==> src/pkg/path_status_pkg.sv <==
// Shared constants for the path status overhead block and its far end
package path_status_pkg;
  // Own register map, byte addresses on APB
  localparam logic [7:0]  CTRL_OFS       = 8'h00;
  localparam logic [7:0]  TX_OCTETS_OFS  = 8'h04;
  localparam logic [7:0]  STATUS_OFS     = 8'h08;
  localparam logic [7:0]  PENDING_OFS    = 8'h0C;
  localparam logic [7:0]  MASK_A_OFS     = 8'h10;
  localparam logic [7:0]  MASK_B_OFS     = 8'h14;

  // Control fields
  localparam int          CTRL_RX_ENH_BIT = 0;
  localparam int          CTRL_TX_ENH_BIT = 1;
  localparam int          CTRL_TIM_BIT    = 2;
  localparam logic [2:0]  CTRL_RESET      = 3'h3;

  // Event bits, shared by status and pending registers; mask registers hold bits 0..2 only
  localparam int          EV_FAR_DEFECT   = 0;
  localparam int          EV_PAYLOAD      = 1;
  localparam int          EV_SERVER       = 2;
  localparam int          EV_CONNECT      = 3;
  localparam int          EV_W            = 4;

  // Transmit octet fields and reset value
  localparam int          USER_LSB        = 0;
  localparam int          MFI_LSB         = 8;
  localparam int          GROW1_LSB       = 16;
  localparam int          GROW2_LSB       = 24;
  localparam logic [31:0] TX_OCTETS_RESET = 32'h0000_0000;

  // Three bit defect codes carried in path status bits 5..7
  localparam logic [2:0]  CODE_NONE_A     = 3'h0;
  localparam logic [2:0]  CODE_NONE_B     = 3'h3;
  localparam logic [2:0]  CODE_RDI_A      = 3'h4;
  localparam logic [2:0]  CODE_RDI_B      = 3'h7;
  localparam logic [2:0]  CODE_ENH_NONE   = 3'h1;
  localparam logic [2:0]  CODE_PAYLOAD    = 3'h2;
  localparam logic [2:0]  CODE_SERVER     = 3'h5;
  localparam logic [2:0]  CODE_CONNECT    = 3'h6;

  // Error count limits and persistence
  localparam logic [3:0]  REI_MAX         = 4'h8;
  localparam logic [3:0]  PERSIST_FRAMES  = 4'hA;
  localparam logic [7:0]  OCTET_RESET     = 8'h00;
endpackage : path_status_pkg

==> src/pkg/path_oh_if.sv <==
// Per-frame path overhead octets exchanged by the two framers
`timescale 1ns/1ps
interface path_oh_if;
  logic       dev_frame;  // Device frame strobe, one cycle
  logic [7:0] dev_g1;     // Device path status octet
  logic [7:0] dev_user;   // Device user channel octet
  logic [7:0] dev_mfi;    // Device multiframe octet
  logic [7:0] dev_grow1;  // Device first growth octet
  logic [7:0] dev_grow2;  // Device second growth octet
  logic       far_frame;  // Far end frame strobe, one cycle
  logic [7:0] far_g1;     // Far end path status octet

  modport device (output dev_frame, dev_g1, dev_user, dev_mfi, dev_grow1, dev_grow2,
                  input  far_frame, far_g1);
  modport far_end (input  dev_frame, dev_g1, dev_user, dev_mfi, dev_grow1, dev_grow2,
                   output far_frame, far_g1);
endinterface : path_oh_if

==> src/design/path_status_oh.sv <==
// Device end: path status transmit, receive persistence, events, APB registers
// Behaviour
// - Separate rx/tx mode select, both default enhanced
// - Bits 1-4 carry error count 0-8
// - Single mode: bit5 indicator, bits6-7 zero, bit8 ignored
// - Enhanced mode: bits 5-7 carry defect code
// - Single: 000/011 clear, 100/111 defect
// - Enhanced 001 none, 010 payload defect
// - Enhanced 101 server defect on alarm/pointer loss
// - Enhanced 110 connectivity on unequipped or trace
// - Transmit priority server, connectivity, payload, none
// - Software forces trace mismatch for connectivity code
// - Single mode declares after ten contiguous frames
// - Single mode clears after ten absent frames
// - Defect event pending, live bit, two masks
// - Enhanced declares when code persists ten frames
// - Enhanced clears after ten frames without code
// - Payload code latches status, pending, masks
// - Server code latches status, pending, masks
// - Connectivity pending, live bit, shares defect masks
// - User channel octet programmable, default zero
// - Multiframe octet programmable, default zero
// - Two growth octets programmable, default zero
// - Error count from queue, zero when none
//
// Chosen here: the placing of the registers and the APB interface to the registers.
`timescale 1ns/1ps
module path_status_oh
  import path_status_pkg::*;
(
  input  wire logic        clk,          // 10 MHz clock
  input  wire logic        rstn,         // Async reset, active low
  path_oh_if.device        oh,           // Overhead link
  input  wire logic        psel,         // APB select
  input  wire logic        penable,      // APB enable
  input  wire logic        pwrite,       // APB write
  input  wire logic [7:0]  paddr,        // APB byte address
  input  wire logic [31:0] pwdata,       // APB write data
  output logic [31:0]      prdata,       // APB read data
  output logic             pready,       // APB ready
  output logic             pslverr,      // APB error, unmapped address
  input  wire logic        tx_frame,     // Local transmit frame tick
  input  wire logic        rei_valid,    // Error count queue has a word
  input  wire logic [3:0]  rei_count,    // Error count from queue
  input  wire logic        ais_cause,    // Local alarm indication
  input  wire logic        lop_cause,    // Local loss of pointer
  input  wire logic        plm_cause,    // Local label mismatch
  input  wire logic        lcd_cause,    // Local delineation loss
  input  wire logic        uneq_cause,   // Local unequipped path
  output logic             irq_out_a,    // Interrupt A, level
  output logic             irq_out_b     // Interrupt B, level
);
  logic [2:0]      ctrl_q, decl_code_q, last_code_q, rx_code, tx_code;
  logic [31:0]     tx_octets_q, rd_mux;
  logic [EV_W-1:0] pend_q, mask_a_q, mask_b_q, ev_set, gate_a, gate_b;
  logic [3:0]      hit_cnt_q, miss_cnt_q, rei_hold_q;
  logic            far_payload_defect_latched, far_server_defect_latched;
  logic            declared_q, rei_have_q, force_tim, far_defect_live, far_connect_defect_live;
  logic            rx_enhanced_defect_sel, tx_enhanced_defect_sel;
  logic            access, done, wr_done, rd_done, addr_ok, hit, same, reach;

  assign rx_enhanced_defect_sel = ctrl_q[CTRL_RX_ENH_BIT];
  assign tx_enhanced_defect_sel = ctrl_q[CTRL_TX_ENH_BIT];
  assign force_tim              = ctrl_q[CTRL_TIM_BIT];

  // APB handshake: one wait cycle so read data comes from a flop
  assign access  = psel && penable && !pready;
  assign done    = psel && penable && pready;
  assign wr_done = done && pwrite;
  assign rd_done = done && !pwrite && !pslverr;
  assign addr_ok = (paddr == CTRL_OFS) || (paddr == TX_OCTETS_OFS) ||
                   (paddr == STATUS_OFS) || (paddr == PENDING_OFS) ||
                   (paddr == MASK_A_OFS) || (paddr == MASK_B_OFS);

  // Live view of the declared state
  assign far_defect_live         = declared_q;
  assign far_connect_defect_live = declared_q && rx_enhanced_defect_sel &&
                                   (decl_code_q == CODE_CONNECT);

  // Read data selection
  always_comb begin
    rd_mux = 32'h0000_0000;
    case (paddr)
      CTRL_OFS:      rd_mux[2:0] = ctrl_q;
      TX_OCTETS_OFS: rd_mux      = tx_octets_q;
      STATUS_OFS: begin
        rd_mux[EV_FAR_DEFECT] = far_defect_live;
        rd_mux[EV_PAYLOAD]    = far_payload_defect_latched;
        rd_mux[EV_SERVER]     = far_server_defect_latched;
        rd_mux[EV_CONNECT]    = far_connect_defect_live;
      end
      PENDING_OFS:   rd_mux[EV_W-1:0] = pend_q;
      MASK_A_OFS:    rd_mux[EV_W-1:0] = mask_a_q;
      MASK_B_OFS:    rd_mux[EV_W-1:0] = mask_b_q;
      default:       rd_mux = 32'h0000_0000;
    endcase
  end

  // APB answer flops
  always_ff @(posedge clk or negedge rstn) begin
    if (!rstn) begin
      pready  <= 1'b0;
      pslverr <= 1'b0;
      prdata  <= 32'h0000_0000;
    end else begin
      pready  <= access;
      pslverr <= access && !addr_ok;
      if (access) begin
        prdata <= pwrite ? 32'h0000_0000 : rd_mux;
      end
    end
  end

  // Software written registers
  always_ff @(posedge clk or negedge rstn) begin
    if (!rstn) begin
      ctrl_q      <= CTRL_RESET;
      tx_octets_q <= TX_OCTETS_RESET;
      mask_a_q    <= '0;
      mask_b_q    <= '0;
    end else if (wr_done) begin
      case (paddr)
        CTRL_OFS:      ctrl_q      <= pwdata[2:0];
        TX_OCTETS_OFS: tx_octets_q <= pwdata;
        MASK_A_OFS:    mask_a_q    <= {1'b0, pwdata[2:0]};
        MASK_B_OFS:    mask_b_q    <= {1'b0, pwdata[2:0]};
        default:       ctrl_q      <= ctrl_q;
      endcase
    end
  end

  // Receive decode: code is bits 5..7, bit 8 not looked at
  assign rx_code = oh.far_g1[3:1];
  assign hit     = rx_enhanced_defect_sel ?
                   ((rx_code == CODE_PAYLOAD) || (rx_code == CODE_SERVER) ||
                    (rx_code == CODE_CONNECT)) :
                   oh.far_g1[3];
  assign same    = !rx_enhanced_defect_sel || (rx_code == last_code_q);
  assign reach   = oh.far_frame && hit && (same ? (hit_cnt_q == PERSIST_FRAMES - 4'h1)
                                                : (PERSIST_FRAMES == 4'h1));

  // Persistence: ten frames to declare, ten clean frames to clear
  always_ff @(posedge clk or negedge rstn) begin
    if (!rstn) begin
      declared_q  <= 1'b0;
      decl_code_q <= CODE_ENH_NONE;
      last_code_q <= CODE_ENH_NONE;
      hit_cnt_q   <= 4'h0;
      miss_cnt_q  <= 4'h0;
    end else if (oh.far_frame) begin
      if (hit) begin
        miss_cnt_q  <= 4'h0;
        last_code_q <= rx_code;
        if (!same) begin
          hit_cnt_q <= 4'h1;
        end else if (hit_cnt_q != PERSIST_FRAMES) begin
          hit_cnt_q <= hit_cnt_q + 4'h1;
        end
        if (reach) begin
          declared_q  <= 1'b1;
          decl_code_q <= rx_code;
        end
      end else begin
        hit_cnt_q <= 4'h0;
        if (miss_cnt_q != PERSIST_FRAMES) begin
          miss_cnt_q <= miss_cnt_q + 4'h1;
        end
        if (miss_cnt_q == PERSIST_FRAMES - 4'h1) begin
          declared_q <= 1'b0;
        end
      end
    end
  end

  // Events: a declaration, tagged by code in enhanced mode
  always_comb begin
    ev_set                = '0;
    ev_set[EV_FAR_DEFECT] = reach && !declared_q;
    ev_set[EV_PAYLOAD]    = reach && rx_enhanced_defect_sel &&
                            (rx_code == CODE_PAYLOAD);
    ev_set[EV_SERVER]     = reach && rx_enhanced_defect_sel &&
                            (rx_code == CODE_SERVER);
    ev_set[EV_CONNECT]    = reach && rx_enhanced_defect_sel &&
                            (rx_code == CODE_CONNECT);
  end

  // Pending bits clear only what the read returned, so no event slips past
  always_ff @(posedge clk or negedge rstn) begin
    if (!rstn) begin
      pend_q <= '0;
    end else begin
      pend_q <= (pend_q & ~((rd_done && paddr == PENDING_OFS) ? prdata[EV_W-1:0] : '0))
                | ev_set;
    end
  end

  // Latched high status bits, cleared the same way by a status read
  always_ff @(posedge clk or negedge rstn) begin
    if (!rstn) begin
      far_payload_defect_latched <= 1'b0;
      far_server_defect_latched  <= 1'b0;
    end else begin
      far_payload_defect_latched <= (far_payload_defect_latched &&
        !(rd_done && paddr == STATUS_OFS && prdata[EV_PAYLOAD])) || ev_set[EV_PAYLOAD];
      far_server_defect_latched  <= (far_server_defect_latched &&
        !(rd_done && paddr == STATUS_OFS && prdata[EV_SERVER])) || ev_set[EV_SERVER];
    end
  end

  // Connectivity event reuses the far defect mask bit
  assign gate_a = {mask_a_q[EV_FAR_DEFECT], mask_a_q[EV_SERVER:0]};
  assign gate_b = {mask_b_q[EV_FAR_DEFECT], mask_b_q[EV_SERVER:0]};

  // Interrupt outputs, registered
  always_ff @(posedge clk or negedge rstn) begin
    if (!rstn) begin
      irq_out_a <= 1'b0;
      irq_out_b <= 1'b0;
    end else begin
      irq_out_a <= |(pend_q & gate_a);
      irq_out_b <= |(pend_q & gate_b);
    end
  end

  // Error count hand-off: newest word wins, a frame without one sends zero
  always_ff @(posedge clk or negedge rstn) begin
    if (!rstn) begin
      rei_hold_q <= 4'h0;
      rei_have_q <= 1'b0;
    end else if (rei_valid) begin
      rei_hold_q <= (rei_count > REI_MAX) ? REI_MAX : rei_count;
      rei_have_q <= 1'b1;
    end else if (tx_frame) begin
      rei_have_q <= 1'b0;
    end
  end

  // Transmit code by priority; forced trace mismatch counts as connectivity
  always_comb begin
    if (!tx_enhanced_defect_sel) begin
      tx_code = (ais_cause || lop_cause) ? CODE_RDI_A : CODE_NONE_A;
    end else if (ais_cause || lop_cause) begin
      tx_code = CODE_SERVER;
    end else if (uneq_cause || force_tim) begin
      tx_code = CODE_CONNECT;
    end else if (plm_cause || lcd_cause) begin
      tx_code = CODE_PAYLOAD;
    end else begin
      tx_code = CODE_ENH_NONE;
    end
  end

  // Transmit overhead octets once per frame tick
  always_ff @(posedge clk or negedge rstn) begin
    if (!rstn) begin
      oh.dev_frame <= 1'b0;
      oh.dev_g1    <= OCTET_RESET;
      oh.dev_user  <= OCTET_RESET;
      oh.dev_mfi   <= OCTET_RESET;
      oh.dev_grow1 <= OCTET_RESET;
      oh.dev_grow2 <= OCTET_RESET;
    end else begin
      oh.dev_frame <= tx_frame;
      if (tx_frame) begin
        oh.dev_g1    <= {(rei_have_q ? rei_hold_q : 4'h0), tx_code, 1'b0};
        oh.dev_user  <= tx_octets_q[USER_LSB +: 8];
        oh.dev_mfi   <= tx_octets_q[MFI_LSB +: 8];
        oh.dev_grow1 <= tx_octets_q[GROW1_LSB +: 8];
        oh.dev_grow2 <= tx_octets_q[GROW2_LSB +: 8];
      end
    end
  end
endmodule : path_status_oh

==> src/flat_wrapper.sv <==
// flat-port wrapper written by rule: the top's interface ports become plain ports
module path_status_oh_flat import path_status_pkg::*;
  (clk, rstn, psel, penable, pwrite, paddr, pwdata, prdata, pready, pslverr, tx_frame, rei_valid, rei_count, ais_cause, lop_cause, plm_cause, lcd_cause, uneq_cause, irq_out_a, irq_out_b, oh_dev_frame, oh_dev_g1, oh_dev_user, oh_dev_mfi, oh_dev_grow1, oh_dev_grow2, oh_far_frame, oh_far_g1);
  path_oh_if oh_i ();
  input  wire logic clk;
  input  wire logic rstn;
  input  wire logic psel;
  input  wire logic penable;
  input  wire logic pwrite;
  input  wire logic [7:0] paddr;
  input  wire logic [31:0] pwdata;
  output logic [31:0] prdata;
  output logic pready;
  output logic pslverr;
  input  wire logic tx_frame;
  input  wire logic rei_valid;
  input  wire logic [3:0] rei_count;
  input  wire logic ais_cause;
  input  wire logic lop_cause;
  input  wire logic plm_cause;
  input  wire logic lcd_cause;
  input  wire logic uneq_cause;
  output logic irq_out_a;
  output logic irq_out_b;
  output wire logic [$bits(oh_i.dev_frame)-1:0] oh_dev_frame;
  output wire logic [$bits(oh_i.dev_g1)-1:0] oh_dev_g1;
  output wire logic [$bits(oh_i.dev_user)-1:0] oh_dev_user;
  output wire logic [$bits(oh_i.dev_mfi)-1:0] oh_dev_mfi;
  output wire logic [$bits(oh_i.dev_grow1)-1:0] oh_dev_grow1;
  output wire logic [$bits(oh_i.dev_grow2)-1:0] oh_dev_grow2;
  input wire logic [$bits(oh_i.far_frame)-1:0] oh_far_frame;
  input wire logic [$bits(oh_i.far_g1)-1:0] oh_far_g1;
  assign oh_dev_frame = oh_i.dev_frame;
  assign oh_dev_g1 = oh_i.dev_g1;
  assign oh_dev_user = oh_i.dev_user;
  assign oh_dev_mfi = oh_i.dev_mfi;
  assign oh_dev_grow1 = oh_i.dev_grow1;
  assign oh_dev_grow2 = oh_i.dev_grow2;
  assign oh_i.far_frame = oh_far_frame;
  assign oh_i.far_g1 = oh_far_g1;
  path_status_oh u_core (.clk(clk), .rstn(rstn), .oh(oh_i), .psel(psel), .penable(penable), .pwrite(pwrite), .paddr(paddr), .pwdata(pwdata), .prdata(prdata), .pready(pready), .pslverr(pslverr), .tx_frame(tx_frame), .rei_valid(rei_valid), .rei_count(rei_count), .ais_cause(ais_cause), .lop_cause(lop_cause), .plm_cause(plm_cause), .lcd_cause(lcd_cause), .uneq_cause(uneq_cause), .irq_out_a(irq_out_a), .irq_out_b(irq_out_b));
endmodule
==> config.mk <==
export PLATFORM = sky130hd
export DESIGN_NAME = path_status_oh_flat
export DESIGN_NICKNAME = d
export VERILOG_FILES = /design/src/pkg/path_status_pkg.sv /design/src/pkg/path_oh_if.sv /design/src/design/path_status_oh.sv /design/src/flat_wrapper.sv
export SDC_FILE = /design/constraint.sdc
export NUM_CORES = 1
export LEC_CHECK = 0
export ABC_AREA = 1
export BUFFER_PORTS_ARGS = -buffer_cell sky130_fd_sc_hd__buf_2
export CAP_MARGIN = 20
export CORE_ASPECT_RATIO = 1.4
export CORE_MARGIN = 10
export CORE_UTILIZATION = 30
export CTS_CLUSTER_SIZE = 8
export DETAILED_ROUTE_END_ITERATION = 10
export PLACE_DENSITY_LB_ADDON = 0.2
export SETUP_SLACK_MARGIN = 0.3
export SKIP_LAST_GASP = 1
export SYNTH_ARGS = -nofsm -noshare
export SYNTH_HDL_FRONTEND = slang
export SYNTH_SLANG_ARGS = --single-unit
==> constraint.sdc <==
create_clock -name clk -period 1.84 [get_ports clk]
set_clock_uncertainty 0.15 [all_clocks]
set_input_delay 0.368 -clock clk [delete_from_list [all_inputs] [get_ports clk]]
set_output_delay 0.368 -clock clk [all_outputs]
set_load 0.05 [all_outputs]
* Word level (Yosys, flattened, before mapping)
Cells that the tools add are included.
** Word-level totals
- Register bits after elaboration :: 143
- Bits of input ports :: 65
- Output and inout bits :: 77
- Word-level logic and storage cells :: 131
** Cells by class
- $add $sub $neg :: 2
- Order comparisons :: 1
- Eq/ne operators :: 16
- Mux-type cells :: 24
- Bitwise logic cells :: 5
- Reduce and logical (&&, ||, !) cells :: 58
** Operators by type and width (number)
- two-way mux 32 bit :: 1
- two-way mux 4 bit :: 8
- two-way mux 28 bit :: 1
- logical AND 1 bit :: 22
- one-hot mux 3 bit (6 select lines) :: 1
- equality test 8 x 4 -> 1 bit, second input constant :: 2
- equality test 8 x 5 -> 1 bit, second input constant :: 2
- AND reduction 2 bit :: 7
- logical OR 1 bit :: 13
- AND 4 bit :: 3
- two-way mux 3 bit :: 4
- equality test 3 bit, second input constant :: 3
- adder 4 x 1 -> 4 bit, second input constant :: 2
- equality test 4 bit, second input constant :: 2
- equality test 8 x 3 -> 1 bit, second input constant :: 1
- zero test 1 bit :: 8
- zero test 8 bit :: 1
- != test 4 bit, second input constant :: 2
- OR reduction 4 bit :: 2
- two-way mux 1 bit :: 7
- AND reduction 3 bit :: 2
- nonzero test 2 bit :: 3
- greater-than comparator 4 bit, second input constant :: 1
- NOT 4 bit :: 1
- 7 further kinds :: 7

* Longest topological paths before layout
Gate-level depths: netlist (run 1).
- Depth after elaboration :: 9
- Gate-level depth with buffers :: 10
- Gate-level depth less buffers :: 9

* Worst setup path before layout (run 1)
No wires, ideal clock.
- Path type :: register -> register
- Start :: reg u_core.pready
- End :: reg u_core.tx_octets_q[21]
- Setup time :: 66 ps
- Arrival time :: 1526 ps
- Required time :: 1624 ps
- Path slack :: 99 ps
- Cell stages (with the launch flop) :: 6
- Path buffers :: 1
- Clock period less this slack :: 1741 ps
- Path through :: dfrtp_1 nand3_1 nor2_2 clkbuf_1 nand3_1 nand2_1
** On the way
- Cells in the longest elaborated chain, start to end :: 3
** RTL lines
- from (decl) :: line path_status_oh.sv:40 : output logic pready,
- from (signal assigned) :: line path_status_oh.sv:106 : pready <= access;
- logical AND 1 bit :: line path_status_oh.sv:68 : assign done = psel && penable && pready;
- logical AND 1 bit :: line path_status_oh.sv:69 : assign wr_done = done && pwrite;
- AND reduction 2 bit (no line)
- to (signal assigned) :: line path_status_oh.sv:124 : TX_OCTETS_OFS: tx_octets_q <= pwdata;
- to (decl) :: line path_status_oh.sv:54 : logic [31:0] tx_octets_q, rd_mux;
Every way passes these cells.
A chain may end at the register's enable or synchronous reset.

* Worst setup path in the final report (run 1)
- Start :: reg u_core.last_code_q[0]
- End :: reg u_core.decl_code_q[1]
** On the way
- Cells in the longest elaborated chain, start to end :: 5
** RTL lines
- from (decl) :: line path_status_oh.sv:53 : logic [2:0] ctrl_q, decl_code_q, last_code_q, rx_code, tx_code;
- from (signal assigned) :: line path_status_oh.sv:153 : last_code_q <= rx_code;
- equality test 3 bit :: line path_status_oh.sv:138 : assign same = !rx_enhanced_defect_sel || (rx_code == last_code_q);
- logical OR 1 bit :: line path_status_oh.sv:138
- two-way mux 1 bit :: line path_status_oh.sv:139 : assign reach = oh.far_frame && hit && (same ? (hit_cnt_q == PERSIST_FRAMES - 4'h1)
- logical AND 1 bit :: line path_status_oh.sv:139
- AND reduction 3 bit (no line)
- to (signal assigned) :: line path_status_oh.sv:161 : decl_code_q <= rx_code;
- to (decl) :: line path_status_oh.sv:53
Every way passes these cells.

==> metrics.md, run 1 <==
| Metric | Value |
|---|---|
| Top FF cell, synth | dfrtp_1 |
| Core area | between 20,000 and 25,000 um2 |
| First-pass GRT wire length | roughly 28 mm |
| DRT iter0 DRCs | around 210 |
| Clk buf depth | 2 |
| Clock transition at path regs | 0.06 ns |
| I/O pin count | between 100 and 150 |
| Nature of the critical path startpoint | register |
| Worst-Skew Late Latency | 0.41 ns |
| Vias | between 5,000 and 6,000 |
| RSZ-0062 raised after global routing | yes |
| Slowest Stage Delay on Critical Path | between 0.5 and 0.6 ns |
| Share of cells above drive strength 1 | between 20 and 30% |
| Max VDD drop | around 490 uV |
| Pin count of the biggest net entering global routing | 54 |
| Vias/cell | approximately 4.5 |
| Worst EP arrival | ~1.7 ns |
| Routed WL | 18.18 mm |
| DRC Markers | 0 |
| Crit path time final | around 1.6 ns |
| Gpl congestion | around 0.78 |
| Mapped Cells | roughly 700 |
| Root Buffer | clkbuf_16 |
| Post-synth EDFFs | 0 |
| FMAX | between 600 and 700 MHz |
| Register area share after synthesis | around three fifths |
| Yosys warnings | 0 |
| Worst Path Max Fanout | 8 |
| Leading area contributor after synthesis | dfrtp_1 |
| FF-to-FF setup slack | about 0.27 ns |
| Antenna-violating nets left | 0 |
| Yosys top cell area share | a little under three fifths |
| All-Layer GR Usage | 13.08% |
| Mapped Avg Cell Area | about 8.8 um2 |
| Hold Fails Final Rpt | 0 |
| Critical path class | reg2reg |
| Power per Cell Area | a little under 900 nW/um2 |
| Die span in x | 141.3 um |
| Critical path cell sequence | nand2_2 -> nand2_2 -> nand3b_1 -> nand2_2 -> nand3_4 -> nand2_1 -> o21ai_1 |
| WP data required | slightly below 2 ns |
| FILL cells | about 2,000 |
| Synthesized flop and latch total | between 100 and 150 |
| Final setup violation count | 0 |
| Commonest non-fill, non-tap cell in the layout | nand2_1 |
| Max_cap viols | 0 |
| Antenna Cells | 0 |
| Post-synthesis async set-or-reset flop share | 100.0% |
| Die area | 26,810 um2 |
| Headroom to the max-slew limit | 66.66% |
| Final Slew Violations | 0 |
| Most frequent CP cell | nand2_2 |
| Most frequent cells in the layout | nand2_1, dfrtp_1, buf_6, inv_1, buf_2 |
| Vias in the first global route | ~5,200 |
| Worst setup EP type | register |
| Pre-Repair DR Iteration Count | 4 |
| Area Overhead vs Synth | 39.36% |
| Worst-margin pin slew | 0.4993 ns |
| Outcome | complete, no violations |
| Leakage | roughly 4.5 nW |
| # clock sinks | 143 |
| Initial antenna violation count | 0 |
| Finished Cell Area | ~8600 um2 |
| Final Cycle Share | around 86% |
| Mapped Nets | between 700 and 800 |
| Mapped cell area | just over 6000 um2 |
| Synth cell types | 35 |
| Vert. Die Dim | between 150 and 200 um |
| Initial Utilization | 30.28% |
| IO Port Bufs | 135 |
| Worst path slowest cell | dfstp_2 |
| Nets@finish | between 900 and 1,000 |
| Setup TNS | 0 ns |
| H-tree levels | 4 |
| Synth area leaders | dfrtp_1, nand2_1, nand3_1 |
| Hold WC Path Type | in2reg |
| Overflow after GRT | 0 |
| CTS tree | yes |
| TritonCTS Buffers | 17 |
| Number of cell rows | just over 60 |
| Post-DP HPWL | 12.48 mm |
| Cell Area, Placed | just over 7000 um2 |
| Wire per inst | 15.97 um |
## per-stage QoR
stage / setup slack, ns / hold WS (ns) / total power [mW] / util (%) / instances
after floorplan: 0.2828 / -0.07759 / 3.712 / - / 702
after global placement: 0.09962 / 0.1269 / 4.010 / 35.58 / 1085
after detailed placement: 0.06971 / 0.1222 / 4.012 / 35.58 / 1085
after CTS: 0.2679 / 0.0008688 / 7.579 / 40.46 / 1125
after global routing: 0.1825 / 0.009470 / 7.846 / 42.19 / 1138
final: 0.2668 / 0.02568 / 7.507 / 42.19 / 1138
## sequential cells by signal (all words and copies together), names as in the netlist, 3 cells and up
signal,flops
u_core.tx_octets_q,32
u_core.pend_q,4
u_core.oh.dev_grow2,8
u_core.mask_b_q,3
u_core.mask_a_q,3
u_core.oh.dev_user,8
u_core.oh.dev_mfi,8
u_core.last_code_q,3
u_core.prdata,32
u_core.miss_cnt_q,4
u_core.oh.dev_g1,7
u_core.decl_code_q,3
u_core.ctrl_q,3
u_core.oh.dev_grow1,8
u_core.hit_cnt_q,4
u_core.rei_hold_q,4
## critical path, delay by kind of cell (launching register included)
family	cells	cell delay, ns
and+or+nand+nor	6	0.72
DFF	1	0.55
AOI/OAI and AO/OA	1	0.05
## what timing repair did
item | in CTS | in global routing
setup endpoints to repair | 116 | 123
buffers inserted | 6 | 9
gates resized for setup | 112 | 61
pin swaps | 3 | 6
endpoints found under the hold margin | 46 | 0
hold buffers | 2 | 0
cloned | 0 | 4
## cells in the mapped netlist, types with 8 or more instances
master	number
clkbuf_1	9
nor2_1	49
o31ai_1	8
o31ai_2	10
nand3_1	51
o21ai_0	43
nand2_1	234
buf_2	11
a21oi_1	23
inv_1	67
o21ai_1	11
dfrtp_1	139
## power breakdown
group	internal (mW)	switching, mW	leakage, nW	total, mW
combinational	0.259	0.481	2.37	0.740
clock	2.06	1.40	0.292	3.46
sequential	3.24	0.0739	1.80	3.31
total	5.55	1.96	4.45	7.51
## logic make-up after synthesis
| family | Yosys count | synth area share [%] |
|---|---|---|
| DFF | 143 | 58.01 |
| other | 1 | 0.06071 |
| buffers and inverters | 95 | 6.299 |
| xor gates and xnor gates | 4 | 0.5672 |
| and+or+nand+nor | 355 | 24.22 |
| AOI/OAI and AO/OA | 98 | 9.621 |
| adders and majority gates | 6 | 1.215 |
## final cells by class
class	instances	area, um2	area share (%)
clock buffers	18	439.2	5.102
clock inverters	14	156.4	1.817
inverters	70	269.0	3.125
flip-flops and latches	143	3587	41.67
well taps	256	320.3	3.721
repair buffers	172	1501	17.44
multi-input cells	465	2335	27.12
## metal layers
layer / global-route usage, % / vias to the layer above / part of all wire (%) / wire (um)
met2: 22.69 / 116 / 52 / 9472
met5: 0 / - / 0 / 0
met1: 15.09 / 2474 / 41 / 7538
met3: 3.942 / 15 / 5.4 / 990
li1: - / 2567 / - / -
met4: 3.941 / 0 / 0.98 / 178
## final timing paths
check                                      startpoint                endpoint  depth (start not counted)
worst max register to register  u_core.last_code_q[0]   u_core.decl_code_q[1]                          7
max in group asynchronous                        rstn        u_core.ctrl_q[0]                          3
worst min-delay path                     rei_count[1]    u_core.rei_hold_q[1]                          3
worst max-delay path            u_core.last_code_q[0]   u_core.decl_code_q[1]                          7
min in group asynchronous                        rstn  u_core.tx_octets_q[30]                          2
worst min register to register      u_core.declared_q        u_core.pend_q[0]                          1
No activity file was read; power rests on OpenSTA's default activity.
==> run 2: changes to the inputs <==
Settings changed: RECOVER_POWER set to 100.
==> run 2 against run 1 <==
  * Core utilization down 2.7 points
  * Worst setup slack worse by 0.044 ns
  * Non-clock buffer count unchanged
  * Register-to-register slack worse by 0.04 ns
  * Via count up 0.44%
  * Maximum frequency down 2.7%
  * Routed wire length down 0.25%
  * Cell count unchanged
  * Sequential power about the same
  * Highest routed layer unchanged
  * Combinational power down 9.2%
==> metrics.md, run 2 (synthesis gave the netlist of run 1 again) <==
| Metric | Value |
|---|---|
| Outcome | complete, no violations |
| IO Port Bufs | 135 (unchanged) |
| Most frequent cells in the layout | nand2_1, dfrtp_1, clkbuf_2, inv_1, buf_2 |
| Number of cell rows | 62 (unchanged) |
| Min-Delay Endpoint | u_core.rei_hold_q[1] |
| Reg-to-Reg End | u_core.hit_cnt_q[1] |
| Share of cells above drive strength 1 | 27.44% (-1.6 points) |
| First-pass GRT wire length | 28.28 mm (unchanged) |
| Worst Path Max Fanout | 6 (-2) |
| Commonest non-fill, non-tap cell in the layout | nand2_1 |
| Vias | 5,195 (+0.44%) |
| Critical path cell sequence | nand3_1 -> nand3_4 -> nand2_1 -> inv_2 -> nand2_4 -> nand2_4 -> nand2_1 -> nand2_1 |
| Initial Utilization | 30.28% (unchanged) |
| Root Buffer | clkbuf_16 |
| CTS tree | yes |
| Hold_sp | rei_count[1] |
| I/O pin count | 142 (unchanged) |
| Die area | 26,810 um2 (unchanged) |
| DRT iter0 DRCs | 219 (+2.3%) |
| RSZ-0062 raised after global routing | yes |
| Antenna-violating nets left | 0 (unchanged) |
| CP top delay family | simple AND/OR/NAND/NOR gates |
| Worst path slowest cell | dfstp_1 |
| Area Overhead vs Synth | 30.52% |
| Register area | 3586 um2 (about the same) |
| Nets@finish | 940 (unchanged) |
| FMAX | 618.3 MHz (-2.7%) |
| Final setup violation count | 0 (unchanged) |
| All-Layer GR Usage | 13.08% (unchanged) |
| Gpl congestion | 0.7828 (unchanged) |
| Slowest Stage Delay on Critical Path | 0.59 ns (+0.04 ns) |
| Finished Cell Area | 8063 um2 (-6.3%) |
| Worst-margin pin slew | 0.9725 ns (+0.4732 ns) |
| Headroom to the max-slew limit | 35.17% (-31 points) |
| Pre-Repair DR Iteration Count | 4 (unchanged) |
| Final Cycle Share | 87.89% (+2.4 points) |
| Total power | 7.424 mW (-1.1%) |
| WP data required | 2.04 ns (+0.05 ns) |
| Multi-input gate area in the final layout | 2300 um2 (-1.5%) |
| Hold Path Depth | 3 (unchanged) |
| Wire per inst | 15.93 um (-0.25%) |
| FILL cells | 2,125 (+4.6%) |
| Top flop regs | u_core.prdata (32), u_core.tx_octets_q (32) |
| DRC Markers | 0 (unchanged) |
| Nature of the critical path startpoint | register |
| Clk buf depth | 2 (unchanged) |
| Overflow after GRT | 0 (unchanged) |
| Final cell count without fillers | 1,138 (unchanged) |
| Cell Area, Placed | 7259 um2 (unchanged) |
| Die span in x | 141.3 um (unchanged) |
| Core area | 20,400 um2 (unchanged) |
| Placed instance count | 1,085 (unchanged) |
| Initial antenna violation count | 0 (unchanged) |
| Final Slew Violations | 0 (unchanged) |
| Post-DP HPWL | 12.48 mm (unchanged) |
| Critical path class | reg2reg |
| TritonCTS Buffers | 17 (unchanged) |
| Vias in the first global route | 5,238 (unchanged) |
| Antenna Cells | 0 (unchanged) |
| Max_cap viols | 0 (unchanged) |
| Reg2Reg Depth | 8 (+1) |
| Most frequent CP cell | nand2_1 |
| # clock sinks | 143 (unchanged) |
| Pin count of the biggest net entering global routing | 54 (unchanged) |
| Worst-Skew Late Latency | 0.41 ns (about the same) |
| Hold Fails Final Rpt | 0 (unchanged) |
| Vias/cell | 4.565 (+0.44%) |
| Power per Cell Area | 920.8 nW/um2 (+5.6%) |
| Clock transition at path regs | 0.06 ns (about the same) |
| Max VDD drop | 489.3 uV (-0.74%) |
| H-tree levels | 4 (unchanged) |
| Worst setup EP type | register |
| Crit path time final | 1.617 ns (+0.04400 ns) |
| Worst EP arrival | 1.82 ns (+0.10 ns) |
| Setup TNS | 0 ns (unchanged) |
| FF-to-FF setup slack | 0.22 ns (-0.04 ns) |
| Leakage | 4.290 nW (-3.7%) |
| WP buf/inv | 1 (+1) |
| Vert. Die Dim | 189.8 um (unchanged) |
| Routed WL | 18.13 mm (-0.25%) |
| Hold WC Path Type | in2reg |
| R2R Path Start | u_core.ctrl_q[0] |
| Finished Core Util | 39.52% (-2.7 points) |
[run 2: cell types whose count changed in the layout (fill, tap and decap cells not counted), moves of 3 or more]
cell,before,now
buf_4,38,19
clkbuf_1,0,4
clkbuf_4,0,4
o21ai_1,12,8
o21ai_0,42,46
buf_6,66,3
nand3_1,48,51
clkbuf_2,0,78
[run 2: how the worst max path moves through the flow]
| stage | start | endpoint | slack (ns) | depth (start not counted) |
|---|---|---|---|---|
| 3_5_place_dp | paddr[1] | u_core.prdata[5] | 0.07 | 6 |
| 6_report | u_core.ctrl_q[0] | u_core.hit_cnt_q[1] | 0.22 | 8 |
| 4_1_cts | u_core.prdata[3] | prdata[3] | 0.27 | 1 |
| 5_1_grt | u_core.ctrl_q[0] | u_core.decl_code_q[2] | 0.1 | 7 |
| 3_3_place_gp | paddr[7] | u_core.prdata[5] | 0.1 | 6 |
| 2_1_floorplan | u_core.pready | u_core.tx_octets_q[15] | 0.28 | 6 |
[run 2: stage by stage]
stage / setup WS (ns) / hold WS [ns]
3_3_place_gp: 0.09962 / 0.1269
6_report: 0.2228 / 0.02413
3_5_place_dp: 0.06971 / 0.1222
4_1_cts: 0.2679 / 0.0008688
5_1_grt: 0.09787 / 0.009470
2_1_floorplan: 0.2828 / -0.07759
[run 2: timing repair]
action | CTS | global route
endpoints found under the setup margin | 116 | 123
pin swaps | 3 | 6
endpoints found under the hold margin | 46 | 0
hold buffers | 2 | 0
setup buffers | 6 | 9
gates cloned | 0 | 4
gates resized for setup | 112 | 61
[run 2: final cells by class]
type | count | share of cell area, %
flip-flops and latches | 143 | 44.48
multi-input cells | 465 | 28.52
repair buffers | 172 | 12.31
clock buffers | 18 | 5.447
well taps | 256 | 3.973
inverters | 70 | 3.336
clock inverters | 14 | 1.940
[run 2: where the power goes]
part           internal, mW  switching (mW)
Clock                  2.06            1.40
Sequential             3.24          0.0655
Combinational         0.196           0.476
Total                  5.49            1.94
[run 2: worst register-to-register path: stages (launching register included)]
cell	delay [ns]
dfstp_1	0.59
nand3_1	0.17
nand3_4	0.18
nand2_1	0.11
inv_2	0.11
nand2_4	0.07
nand2_4	0.08
nand2_1	0.05
nand2_1	0.06
[run 2: routing by layer]
layer	wire (um)	global-route usage [%]	share of wire (%)	up-vias
li1	-	-	-	2564
met2	9386	22.69	52	121
met1	7572	15.09	42	2499
met5	0	0	0	-
met4	146	3.941	0.81	0
met3	1028	3.942	5.7	11
